**src/hw/plm_pkg.sv**
```systemverilog
package plm_pkg;
  // Clock rate and the time allowed for a resolved link to come up.
  localparam int CLK_HZ            = 40_000_000;
  localparam int LINK_FAIL_US      = 1000;
  localparam int LINK_FAIL_CYC_DEF = LINK_FAIL_US * (CLK_HZ / 1_000_000);

  // Register addresses on the management port.
  localparam logic [3:0] ADR_MODE_CTRL = 4'h0;
  localparam logic [3:0] ADR_MODE_STAT = 4'h1;
  localparam logic [3:0] ADR_LOC_ADV   = 4'h2;
  localparam logic [3:0] ADR_PAR_ADV   = 4'h3;
  localparam logic [3:0] ADR_BYPASS    = 4'h4;
  localparam logic [3:0] ADR_AUX_STAT  = 4'h5;
  localparam logic [3:0] ADR_XOVER     = 4'h6;
  localparam logic [3:0] ADR_EXT_CTRL3 = 4'h7;
  localparam logic [3:0] ADR_EEE_CTRL  = 4'h8;
  localparam logic [3:0] ADR_EEE_ADV   = 4'h9;
  localparam logic [3:0] ADR_EEE_PAR   = 4'hA;
  localparam logic [3:0] ADR_DIAG_CTRL = 4'hB;
  localparam logic [3:0] ADR_DIAG_RES  = 4'hC;
  localparam logic [3:0] ADR_DIAG_LEN  = 4'hD;

  // Field positions.
  localparam int MODE_SPD1    = 6;
  localparam int MODE_DUPLEX  = 8;
  localparam int MODE_RESTART = 9;
  localparam int MODE_ANEG_EN = 12;
  localparam int MODE_SPD0    = 13;
  localparam int ST_LINK      = 0;
  localparam int ST_ANEG_DONE = 1;
  localparam int ST_SPD_LO    = 2;
  localparam int ST_FDX       = 4;
  localparam int ST_MASTER    = 5;
  localparam int ADV_10HD     = 0;
  localparam int ADV_10FD     = 1;
  localparam int ADV_100HD    = 2;
  localparam int ADV_100FD    = 3;
  localparam int ADV_1000FD   = 4;
  localparam int ADV_MS_PREF  = 5;
  localparam int BYP_DIS_POL  = 4;
  localparam int BYP_DIS_MDIX = 5;
  localparam int BYP_DIS_MDXF = 7;
  localparam int AUX_MDIX     = 0;
  localparam int AUX_SWAP_CD  = 1;
  localparam int AUX_POL_LO   = 2;
  localparam int AUX_DSHIFT   = 6;
  localparam int AUX_LPI      = 7;
  localparam int XOV_FRC_LO   = 2;
  localparam int EXT_APPLY    = 1;
  localparam int EXT_CNT_LO   = 2;
  localparam int EXT_IMPAIR   = 4;
  localparam int EEE_FRC1000  = 5;
  localparam int EEE_TE10     = 8;
  localparam int EEE_AB_100   = 1;
  localparam int EEE_AB_1000  = 2;
  localparam int DIAG_DONE    = 14;
  localparam int DIAG_TRIG    = 15;

  // Reset values.
  localparam logic [15:0] MODE_CTRL_RST = 16'h1140;
  localparam logic [15:0] LOC_ADV_RST   = 16'h001F;
  localparam logic [15:0] BYPASS_RST    = 16'h0000;
  localparam logic [15:0] XOVER_RST     = 16'h0000;
  localparam logic [15:0] EXT_CTRL3_RST = 16'h0000;
  localparam logic [15:0] EEE_CTRL_RST  = 16'h0000;
  localparam logic [15:0] EEE_ADV_RST   = 16'h0006;
  localparam logic [9:0]  SEED_RST      = 10'h2A5;

  // Speed codes, crossover force codes and termination window in ohms.
  localparam logic [1:0] SPD_10    = 2'h0;
  localparam logic [1:0] SPD_100   = 2'h1;
  localparam logic [1:0] SPD_1000  = 2'h2;
  localparam logic [1:0] XOV_MDI   = 2'h2;
  localparam logic [1:0] XOV_MDIX  = 2'h3;
  localparam logic [7:0] OHM_MAX   = 8'd115;
  localparam logic [7:0] OHM_MIN   = 8'd85;
  localparam logic [7:0] OHM_SHORT = 8'd10;
  localparam logic [7:0] OHM_OPEN  = 8'd250;

  // Per-pair diagnostic result codes.
  localparam logic [2:0] DR_OK     = 3'h0;
  localparam logic [2:0] DR_OPEN   = 3'h1;
  localparam logic [2:0] DR_SHORT  = 3'h2;
  localparam logic [2:0] DR_ANOM   = 3'h3;
  localparam logic [2:0] DR_COUPLE = 3'h4;

  typedef enum logic [1:0] {LS_NEG, LS_WAIT, LS_UP, LS_HOLD} plm_link_e;
  typedef enum logic [1:0] {DG_IDLE, DG_REQ, DG_WAIT, DG_END} plm_diag_e;
endpackage

```
**src/hw/plm_link_ctrl.sv**
```systemverilog
// Overview of operation
// - Resolve speed, duplex, master from both advertisements.
// - Without partner negotiation, use parallel detection.
// - Negotiation off: speed and duplex bits decide.
// - Gigabit link only through negotiation or the test enable.
// - Test enable plus speed 10b forces gigabit.
// - Correct crossed wiring at all three speeds.
// - Detect and correct inverted pair polarity.
// - Both corrections on after reset, disable bits.
// - Four pair mappings including C/D swap.
// - Force field 10b MDI, 11b MDI-X.
// - Force 00b: choice follows two disable bits.
// - After failed gigabit attempts, drop gigabit advertisement.
// - Gigabit restored for later capable partner.
// - Two-pair cable downshifts to 10/100.
// - Low power idle only at 100/1000.
// - Enable bit selects reduced-amplitude 10 Mb/s.
// - Trigger bit starts the cable test.
// - Gigabit link survives diagnostics.
// - 10/100 link drops during test, then returns.
// - Flag bad termination, opens and shorts.
//
// Added by the designer: the register offsets and the plain strobed port.
`timescale 1ns/1ps
`default_nettype none
module plm_link_ctrl
  import plm_pkg::*;
#(
  parameter int LINK_FAIL_CYC = LINK_FAIL_CYC_DEF
) (
  input  wire logic        CLK_SYS,
  input  wire logic        RST_N,
  input  wire logic [3:0]  ADDR,
  input  wire logic [15:0] WDATA,
  input  wire logic        WR,
  input  wire logic        RD,
  output logic      [15:0] RDATA,
  input  wire logic        PARTNER_ANEG_VALID,
  input  wire logic [5:0]  PARTNER_ADV,
  input  wire logic [9:0]  PARTNER_SEED,
  input  wire logic [2:0]  PARTNER_EEE_ADV,
  input  wire logic        PD_VALID,
  input  wire logic [1:0]  PD_SPEED,
  input  wire logic        LINK_OK,
  input  wire logic        PAIR_CD_PRESENT,
  input  wire logic [1:0]  PAIR_MAP,
  input  wire logic [3:0]  PAIR_INVERT,
  input  wire logic        DIAG_ACK,
  input  wire logic [7:0]  DIAG_OHMS,
  input  wire logic        DIAG_COUPLED,
  input  wire logic [7:0]  DIAG_LEN,
  output logic             LINK_UP,
  output logic      [1:0]  SPEED,
  output logic             FULL_DUPLEX,
  output logic             MASTER,
  output logic      [5:0]  ADV_OUT,
  output logic             MDIX,
  output logic             SWAP_CD,
  output logic      [3:0]  POL_CORRECT,
  output logic             LPI_ALLOWED,
  output logic             TE10_MODE,
  output logic             DIAG_REQ,
  output logic      [1:0]  DIAG_PAIR
);

  typedef struct packed {
    logic [15:0] mode;
    logic [5:0]  adv;
    logic [15:0] byp;
    logic [15:0] xov;
    logic [15:0] ext3;
    logic [15:0] eeec;
    logic [2:0]  eee_adv;
    logic        trig;
    logic        done;
    logic [11:0] res;
    logic [7:0]  len;
    logic [15:0] rdata;
    plm_link_e   lst;
    logic [1:0]  spd;
    logic        fdx;
    logic        master;
    logic        by_aneg;
    logic [15:0] timer;
    logic [2:0]  fails;
    logic        dshift;
    plm_diag_e   dst;
    logic [1:0]  dpair;
    logic        hold;
    logic [9:0]  seed;
  } plm_state_s;

  plm_state_s s;
  plm_state_s n;

  // Highest common ability: valid, speed, full duplex.
  function automatic logic [3:0] plm_hcd(input logic [5:0] loc, input logic [5:0] par,
                                         input logic no_gig);
    logic [5:0] c;
    c = loc & par;
    if (no_gig) begin
      c[ADV_1000FD] = 1'b0;
    end
    if (c[ADV_1000FD]) begin
      plm_hcd = {1'b1, SPD_1000, 1'b1};
    end else if (c[ADV_100FD]) begin
      plm_hcd = {1'b1, SPD_100, 1'b1};
    end else if (c[ADV_100HD]) begin
      plm_hcd = {1'b1, SPD_100, 1'b0};
    end else if (c[ADV_10FD]) begin
      plm_hcd = {1'b1, SPD_10, 1'b1};
    end else if (c[ADV_10HD]) begin
      plm_hcd = {1'b1, SPD_10, 1'b0};
    end else begin
      plm_hcd = 4'h0;
    end
  endfunction

  // Role resolution: a sole preference wins, otherwise the larger seed is master.
  function automatic logic plm_master(input logic lp, input logic pp, input logic [9:0] ls,
                                      input logic [9:0] ps);
    if (lp != pp) begin
      plm_master = lp;
    end else begin
      plm_master = ls > ps;
    end
  endfunction

  logic       aneg_en;
  logic [1:0] frc_spd;
  logic [1:0] xov_frc;
  logic       auto_x;
  logic [2:0] ds_limit;
  logic [3:0] hcd;
  logic       two_pair;

  assign aneg_en  = s.mode[MODE_ANEG_EN];
  assign frc_spd  = {s.mode[MODE_SPD1], s.mode[MODE_SPD0]};
  assign xov_frc  = s.xov[XOV_FRC_LO +: 2];
  assign ds_limit = {1'b0, s.ext3[EXT_CNT_LO +: 2]} + 3'h2;
  // Missing C/D pairs rule out gigabit before resolution, not one attempt later.
  assign two_pair = aneg_en && s.ext3[EXT_IMPAIR] && !PAIR_CD_PRESENT;
  assign hcd      = plm_hcd(s.adv, PARTNER_ADV, s.dshift || two_pair);

  // Crossover choice: force field first, then the two disable bits, else detection.
  always_comb begin
    auto_x = 1'b0;
    if (xov_frc == XOV_MDI) begin
      auto_x = 1'b0;
    end else if (xov_frc == XOV_MDIX) begin
      auto_x = 1'b0;
    // Disable bits decide when not forced.
    end else if (s.byp[BYP_DIS_MDIX]) begin
      auto_x = 1'b0;
    end else if (s.byp[BYP_DIS_MDXF] && !aneg_en && frc_spd != SPD_1000) begin
      auto_x = 1'b0;
    end else begin
      auto_x = 1'b1;
    end
  end

  assign MDIX        = (xov_frc == XOV_MDIX) || (auto_x && PAIR_MAP[0]);
  // C/D pair swap is the second mapping bit.
  assign SWAP_CD     = auto_x && PAIR_MAP[1];
  assign POL_CORRECT = s.byp[BYP_DIS_POL] ? 4'h0 : PAIR_INVERT;
  assign LINK_UP     = s.lst == LS_UP;
  assign SPEED       = s.spd;
  assign FULL_DUPLEX = s.fdx;
  assign MASTER      = s.master;
  // Gigabit withdrawn from the advertisement while downshifted.
  assign ADV_OUT     = s.dshift ? (s.adv & ~(6'h1 << ADV_1000FD)) : s.adv;
  // Low power idle only at 100 or 1000 with both sides able.
  assign LPI_ALLOWED = LINK_UP && s.fdx &&
                       ((s.spd == SPD_100 && s.eee_adv[EEE_AB_100] && PARTNER_EEE_ADV[EEE_AB_100])
                     || (s.spd == SPD_1000 && s.eee_adv[EEE_AB_1000]
                         && PARTNER_EEE_ADV[EEE_AB_1000]));
  assign TE10_MODE   = s.eeec[EEE_TE10] && s.spd == SPD_10;
  assign DIAG_REQ    = s.dst == DG_REQ;
  assign DIAG_PAIR   = s.dpair;
  assign RDATA       = s.rdata;

  // Next-state logic for registers, link sequencer and diagnostics.
  always_comb begin
    logic [2:0] code;
    code = DR_OK;
    n = s;
    n.rdata = 16'h0000;
    n.seed = {s.seed[8:0], s.seed[9] ^ s.seed[6]};

    // Software writes; a mode write also restarts link bring-up.
    if (WR) begin
      case (ADDR)
        ADR_MODE_CTRL: begin
          n.mode = WDATA;
          n.mode[MODE_RESTART] = 1'b0;
          n.lst = LS_NEG;
        end
        ADR_LOC_ADV: n.adv = WDATA[5:0];
        ADR_BYPASS: n.byp = WDATA;
        ADR_XOVER: n.xov = WDATA;
        ADR_EXT_CTRL3: n.ext3 = WDATA;
        ADR_EEE_CTRL: n.eeec = WDATA;
        ADR_EEE_ADV: n.eee_adv = WDATA[2:0];
        ADR_DIAG_CTRL: begin
          if (WDATA[DIAG_TRIG] && s.dst == DG_IDLE) begin
            n.trig = 1'b1;
            n.done = 1'b0;
          end
        end
        default: begin
        end
      endcase
    end

    // Registered read answer, zero for unmapped addresses.
    if (RD) begin
      case (ADDR)
        ADR_MODE_CTRL: n.rdata = s.mode;
        ADR_MODE_STAT: begin
          n.rdata[ST_LINK] = LINK_UP;
          n.rdata[ST_ANEG_DONE] = LINK_UP && s.by_aneg;
          n.rdata[ST_SPD_LO +: 2] = s.spd;
          n.rdata[ST_FDX] = s.fdx;
          n.rdata[ST_MASTER] = s.master;
        end
        ADR_LOC_ADV: n.rdata = {10'h000, s.adv};
        ADR_PAR_ADV: n.rdata = {10'h000, PARTNER_ADV};
        ADR_BYPASS: n.rdata = s.byp;
        ADR_AUX_STAT: begin
          n.rdata[AUX_MDIX] = MDIX;
          n.rdata[AUX_SWAP_CD] = SWAP_CD;
          n.rdata[AUX_POL_LO +: 4] = POL_CORRECT;
          n.rdata[AUX_DSHIFT] = s.dshift;
          n.rdata[AUX_LPI] = LPI_ALLOWED;
        end
        ADR_XOVER: n.rdata = s.xov;
        ADR_EXT_CTRL3: n.rdata = s.ext3;
        ADR_EEE_CTRL: n.rdata = s.eeec;
        ADR_EEE_ADV: n.rdata = {13'h0000, s.eee_adv};
        ADR_EEE_PAR: n.rdata = {13'h0000, PARTNER_EEE_ADV};
        ADR_DIAG_CTRL: n.rdata = {s.trig, s.done, 14'h0000};
        ADR_DIAG_RES: n.rdata = {4'h0, s.res};
        ADR_DIAG_LEN: n.rdata = {8'h00, s.len};
        default: n.rdata = 16'h0000;
      endcase
    end

    // Link bring-up sequencer.
    if (!(WR && ADDR == ADR_MODE_CTRL)) begin
      case (s.lst)
        LS_NEG: begin
          n.timer = 16'h0000;
          // Missing C/D pairs force a downshift.
          if (two_pair) begin
            n.dshift = 1'b1;
          end
          if (!aneg_en) begin
            n.by_aneg = 1'b0;
            n.fdx = s.mode[MODE_DUPLEX];
            n.spd = (frc_spd == SPD_100) ? SPD_100 : SPD_10;
            if (frc_spd == SPD_1000) begin
              // Test mode forces gigabit with resolved role.
              if (s.eeec[EEE_FRC1000]) begin
                n.spd = SPD_1000;
                n.fdx = 1'b1;
                n.master = plm_master(1'b0, 1'b0, s.seed, PARTNER_SEED);
                n.lst = LS_WAIT;
              end
            end else begin
              n.lst = LS_WAIT;
            end
          end else if (PARTNER_ANEG_VALID) begin
            if (hcd[3]) begin
              n.by_aneg = 1'b1;
              n.spd = hcd[2:1];
              n.fdx = hcd[0];
              n.master = plm_master(s.adv[ADV_MS_PREF], PARTNER_ADV[ADV_MS_PREF],
                                    s.seed, PARTNER_SEED);
              n.lst = LS_WAIT;
            end
          // Parallel detection of a non-negotiating partner.
          end else if (PD_VALID) begin
            n.by_aneg = 1'b0;
            n.spd = (PD_SPEED == SPD_100) ? SPD_100 : SPD_10;
            n.fdx = 1'b0;
            n.lst = LS_WAIT;
          end
        end
        LS_WAIT: begin
          n.timer = s.timer + 16'h0001;
          if (LINK_OK) begin
            n.lst = LS_UP;
            n.fails = 3'h0;
          end else if (s.timer == 16'(LINK_FAIL_CYC - 1)) begin
            n.lst = LS_NEG;
            if (s.by_aneg && s.spd == SPD_1000 && s.ext3[EXT_APPLY]) begin
              if (s.fails + 3'h1 >= ds_limit) begin
                n.dshift = 1'b1;
                n.fails = 3'h0;
              end else begin
                n.fails = s.fails + 3'h1;
              end
            end
          end
        end
        LS_UP: begin
          if (s.hold) begin
            n.lst = LS_HOLD;
          end else if (!LINK_OK) begin
            // Link loss re-arms gigabit for the next partner.
            n.lst = LS_NEG;
            n.dshift = 1'b0;
          end
        end
        LS_HOLD: begin
          if (!s.hold) begin
            n.lst = LS_NEG;
          end
        end
        default: n.lst = LS_NEG;
      endcase
    end

    // Cable diagnostics sequencer, one pair at a time.
    case (s.dst)
      DG_IDLE: begin
        if (s.trig) begin
          // Only a 10/100 link is held down.
          n.hold = s.lst == LS_UP && s.spd != SPD_1000;
          n.dpair = 2'h0;
          n.dst = DG_REQ;
        end
      end
      DG_REQ: n.dst = DG_WAIT;
      DG_WAIT: begin
        if (DIAG_ACK) begin
          // Classify coupling, short, open and termination window.
          if (DIAG_COUPLED) begin
            code = DR_COUPLE;
          end else if (DIAG_OHMS <= OHM_SHORT) begin
            code = DR_SHORT;
          end else if (DIAG_OHMS >= OHM_OPEN) begin
            code = DR_OPEN;
          end else if (DIAG_OHMS > OHM_MAX || DIAG_OHMS < OHM_MIN) begin
            code = DR_ANOM;
          end
          n.res[3 * s.dpair +: 3] = code;
          if (s.dpair == 2'h0) begin
            n.len = DIAG_LEN;
          end
          if (s.dpair == 2'h3) begin
            n.dst = DG_END;
          end else begin
            n.dpair = s.dpair + 2'h1;
            n.dst = DG_REQ;
          end
        end
      end
      DG_END: begin
        n.trig = 1'b0;
        n.done = 1'b1;
        n.hold = 1'b0;
        n.dst = DG_IDLE;
      end
      default: n.dst = DG_IDLE;
    endcase
  end

  // State register.
  always_ff @(posedge CLK_SYS or negedge RST_N) begin
    if (!RST_N) begin
      s <= '0;
      s.mode <= MODE_CTRL_RST;
      s.adv <= LOC_ADV_RST[5:0];
      // Both corrections enabled out of reset.
      s.byp <= BYPASS_RST;
      s.xov <= XOVER_RST;
      s.ext3 <= EXT_CTRL3_RST;
      s.eeec <= EEE_CTRL_RST;
      s.eee_adv <= EEE_ADV_RST[2:0];
      s.seed <= SEED_RST;
      s.lst <= LS_NEG;
      s.dst <= DG_IDLE;
    end else begin
      s <= n;
    end
  end
endmodule
`default_nettype wire

```
**config.mk**
```make
export PLATFORM = sky130hd
export DESIGN_NAME = plm_link_ctrl
export DESIGN_NICKNAME = d
export VERILOG_FILES = /design/src/hw/plm_pkg.sv /design/src/hw/plm_link_ctrl.sv
export SDC_FILE = /design/constraint.sdc
export NUM_CORES = 1
export LEC_CHECK = 0
export ABC_AREA = 1
export ABC_CLOCK_PERIOD_IN_PS = 2350
export BUFFER_PORTS_ARGS = -buffer_cell sky130_fd_sc_hd__buf_2
export CORE_MARGIN = 3
export CORE_UTILIZATION = 57
export DETAILED_ROUTE_END_ITERATION = 8
export GPL_TIMING_DRIVEN = 0
export MAX_ROUTING_LAYER = met4
export PLACE_DENSITY = 0.79
export SLEW_MARGIN = 15
export SYNTH_ARGS = -nofsm -noshare
export SYNTH_HDL_FRONTEND = slang
export SYNTH_SLANG_ARGS = --single-unit
```
**constraint.sdc**
```tcl
create_clock -name CLK_SYS -period 2.35 [get_ports CLK_SYS]
set_input_delay 0.47 -clock CLK_SYS [delete_from_list [all_inputs] [get_ports CLK_SYS]]
set_output_delay 0.47 -clock CLK_SYS [all_outputs]
set_load 0.1 [all_outputs]
```
==> impl_metrics.yaml <==
hold_path:
  holdPathStages: 2
  hold_class: "in -> reg"
  whs_endpoint: "s[59]$_DFFE_PN0P_"
  min-delay-start: "DIAG_LEN[1]"
clock_tree:
  worstSkewPairLatency_ns: 0.44
  cts.path.max_buffers: 2
  cts_tree: "done"
  clk_pin_slew_ns: 0.07
  htreeDepth: 4
  clock-sinks: 168
  cts_root_buf: "clkbuf_16"
  cts_made_buffers: 17
detailed_routing:
  drt_iter0_markers: 889
  routed_wl_mm: 24.80
  drt-pass1-iter-count: 5
  wl_per_cell_um: 17.65
  drt_drc_violations_left: 0
  vias: 8012
  antenna_left: 0
  vias_per_cell: 5.702
pwr:
  switching_share: 0.3770
  power_frac_seq: 0.401
  p_leak_nw: 5.225
  p_switching_mw: 3.674
  pwr-share-comb: 0.286
  cell_internal_pwr_mw: 6.072
  clkPwrFrac: 0.313
  pwr_density_cell_mw_per_mm2: 964.7
  max-vdd-ir-drop_mv: 0.5536
  p_total_mw: 9.746
global_routing:
  grt_pass1_vias: 7682
  grt_antenna_before_repair: 0
  grt_max_degree: 103
  grt_first_pass_wirelength_mm: 39.50
  track_usage: 0.3232
  grt_overflow: 0
finish:
  drive_gt1_frac: 0.1900
  num-nets-final: 1302
  final_cell_mix: "nand2_1, dfrtp_1, o21ai_0, buf_2, inv_1"
  synthToLayoutAreaGrowth_pct: 18.44
  fillers: 1158
  diodes: 0
  layout_commonest_cell: "nand2_1"
  postLayoutCellArea_mm2: 0.01010
logic_synthesis:
  yosysWarnings: 0
  synth_top_cell_area_share: 0.4489
  yosysSeqAreaShare: 0.4951
  synth_area_leaders: "dfrtp_1, nand2_1, o21ai_0, inv_1, dfstp_2"
  async_flop_share: 1.000
  synth_nets: 1171
  ys_seq_elements: 168
  syn-cell-area_mm2: 0.008529
  synth-edff-count: 0
  synthesis.instances: 1077
  syn_avg_cell_area_um2: 7.920
  synth_ff_type: "dfrtp_1"
  yosysUniqueCellTypes: 38
  synth_largest_area_cell: "dfrtp_1"
worst_setup_path:
  regToRegEndpoint: "s[16]$_DFFE_PN0P_"
  end_kind: "primary output"
  rr_startpoint: "s[16]$_DFFE_PN0P_"
  crit_fanout: 3
  crit_type: "reg -> out"
  crit_required_ns: 1.88
  arrival_ns: 1.80
  start_kind: "flop"
  rrSetupSlack_ns: 0.44
  worstSetupStartpoint: "SPEED[0]$_DFFE_PN0P_"
  reg2reg_depth: 8
timing:
  drv_slew: 0
  setup_viol: 0
  rsz0062_at_grt: "false"
  skew_ns: 0.006704
  hold_violations: 0
  tightest_slew_ns: 0.6969
  period_needed_ns: 2.269
  finalCritPeriodShare: 0.9655
  maxSlewHeadroom: 0.5354
  max_freq_ghz: 0.4408
run_status:
  status: "completed"
floorplanning:
  start_util: 0.5846
  dieArea_mm2: 0.01647
  ioPinCount: 111
  rows: 44
  core_area_mm2: 0.01459
  dieWidth_um: 128.3
  fp.dieH_um: 128.3
placed_design:
  portBuffers: 109
  gp_congestion: 0.9985
  dp_hpwl_mm: 17.78
  postPlaceCellArea_mm2: 0.009355
flow_run:
  max-cap-violations: 0
timing repair:
action,CTS,global route
cloned,0,0
setup buffers,0,1
pin swaps,0,2
hold buffers,1,0
endpoints found under the setup margin,3,3
gates resized for setup,9,16
endpoints found under the hold margin,8,0
kinds of logic (layout without fill, tap and decap cells):
kind of cell	count (synthesis)	after routing	share of synthesized area
mux	7	7	0.009242
fa+ha+maj	21	21	0.03081
xor+xnor	6	6	0.006161
buf+inv	162	306	0.08391
flops	168	168	0.4951
compound gates	182	182	0.1152
simple gates	531	531	0.2596
metrics by stage:
stage               setup WS (ns)  hold WS, ns  std cells    util  setup TNS, ns
floorplan                 -0.5138       0.1744       1077       -        -0.5138
global route              0.01757       0.2663       1405  0.6925              0
CTS                      -0.01157       0.2608       1404  0.6879       -0.01157
finish                    0.08115       0.2669       1405  0.6925              0
global placement           -1.725       0.3676       1370  0.6387        -273.44
detailed placement         0.1838       0.3700       1371  0.6413              0
cell usage after synthesis, drive strengths merged, types with 4 or more instances:
master / count
a211oi: 5
a21oi: 25
buf: 32
clkbuf: 18
dfrtp: 153
dfstp: 15
ha: 21
inv: 112
mux2: 7
nand2: 349
nand3: 55
nand3b: 6
nand4: 16
nor2: 89
nor3: 14
o21ai: 129
o22ai: 5
o31ai: 4
xor2: 5
critical path: stages (launching register included):
cell,delay (ns)
dfrtp_2,0.42
inv_2,0.10
nand2_2,0.10
inv_2,0.09
nand3_2,0.10
o31ai_4,0.10
nand2_2,0.12
nor2_4,0.15
buf_12,0.18
power by group through the flow:
| stage | Combinational, mW | Sequential [mW] | Clock (mW) |
|---|---|---|---|
| 2_1_floorplan | 2.05 | 3.83 | 0 |
| 3_3_place_gp | 2.61 | 3.91 | 0 |
| 3_5_place_dp | 2.68 | 3.93 | 0 |
| 4_1_cts | 2.72 | 3.88 | 3.07 |
| 5_1_grt | 3.06 | 3.96 | 3.21 |
| 6_report | 2.79 | 3.90 | 3.05 |
how the worst max path moves through the flow:
stage,slack [ns],endpoint,cells past startpoint
floorplan,-0.51,LPI_ALLOWED,4
global placement,-1.73,RDATA[9]$_DFF_PN0_,1
detailed placement,0.18,LPI_ALLOWED,6
CTS,-0.01,LPI_ALLOWED,8
global route,0.02,LPI_ALLOWED,8
finish,0.08,LPI_ALLOWED,8
final cells by class:
cell class | instances | area, um^2 | area share
Clock inverter | 15 | 215.2 | 0.02130
Inverter | 112 | 420.4 | 0.04161
Buffer | 50 | 295.3 | 0.02923
Tap cell | 184 | 230.2 | 0.02279
Multi-Input combinational cell | 747 | 3645 | 0.3608
Sequential cell | 168 | 4225 | 0.4183
Timing Repair Buffer | 112 | 645.6 | 0.06391
Clock buffer | 17 | 425.4 | 0.04211
flip-flops by register name (all words and copies together) (netlist names), 2 cells and up:
| name | flops |
|---|---|
| s | 134 |
| frc_spd | 2 |
| RDATA | 16 |
| SPEED | 2 |
| n | 9 |
| DIAG_PAIR | 2 |
per-layer routing:
metal,vias to the layer above,GRT usage,share of wire
met5,-,-,0
met4,0,0.1498,0.046
met3,97,0.08125,0.11
met2,449,0.4781,0.45
met1,3731,0.4204,0.40
li1,3735,-,-
Power figures use the tool's default switching activity.
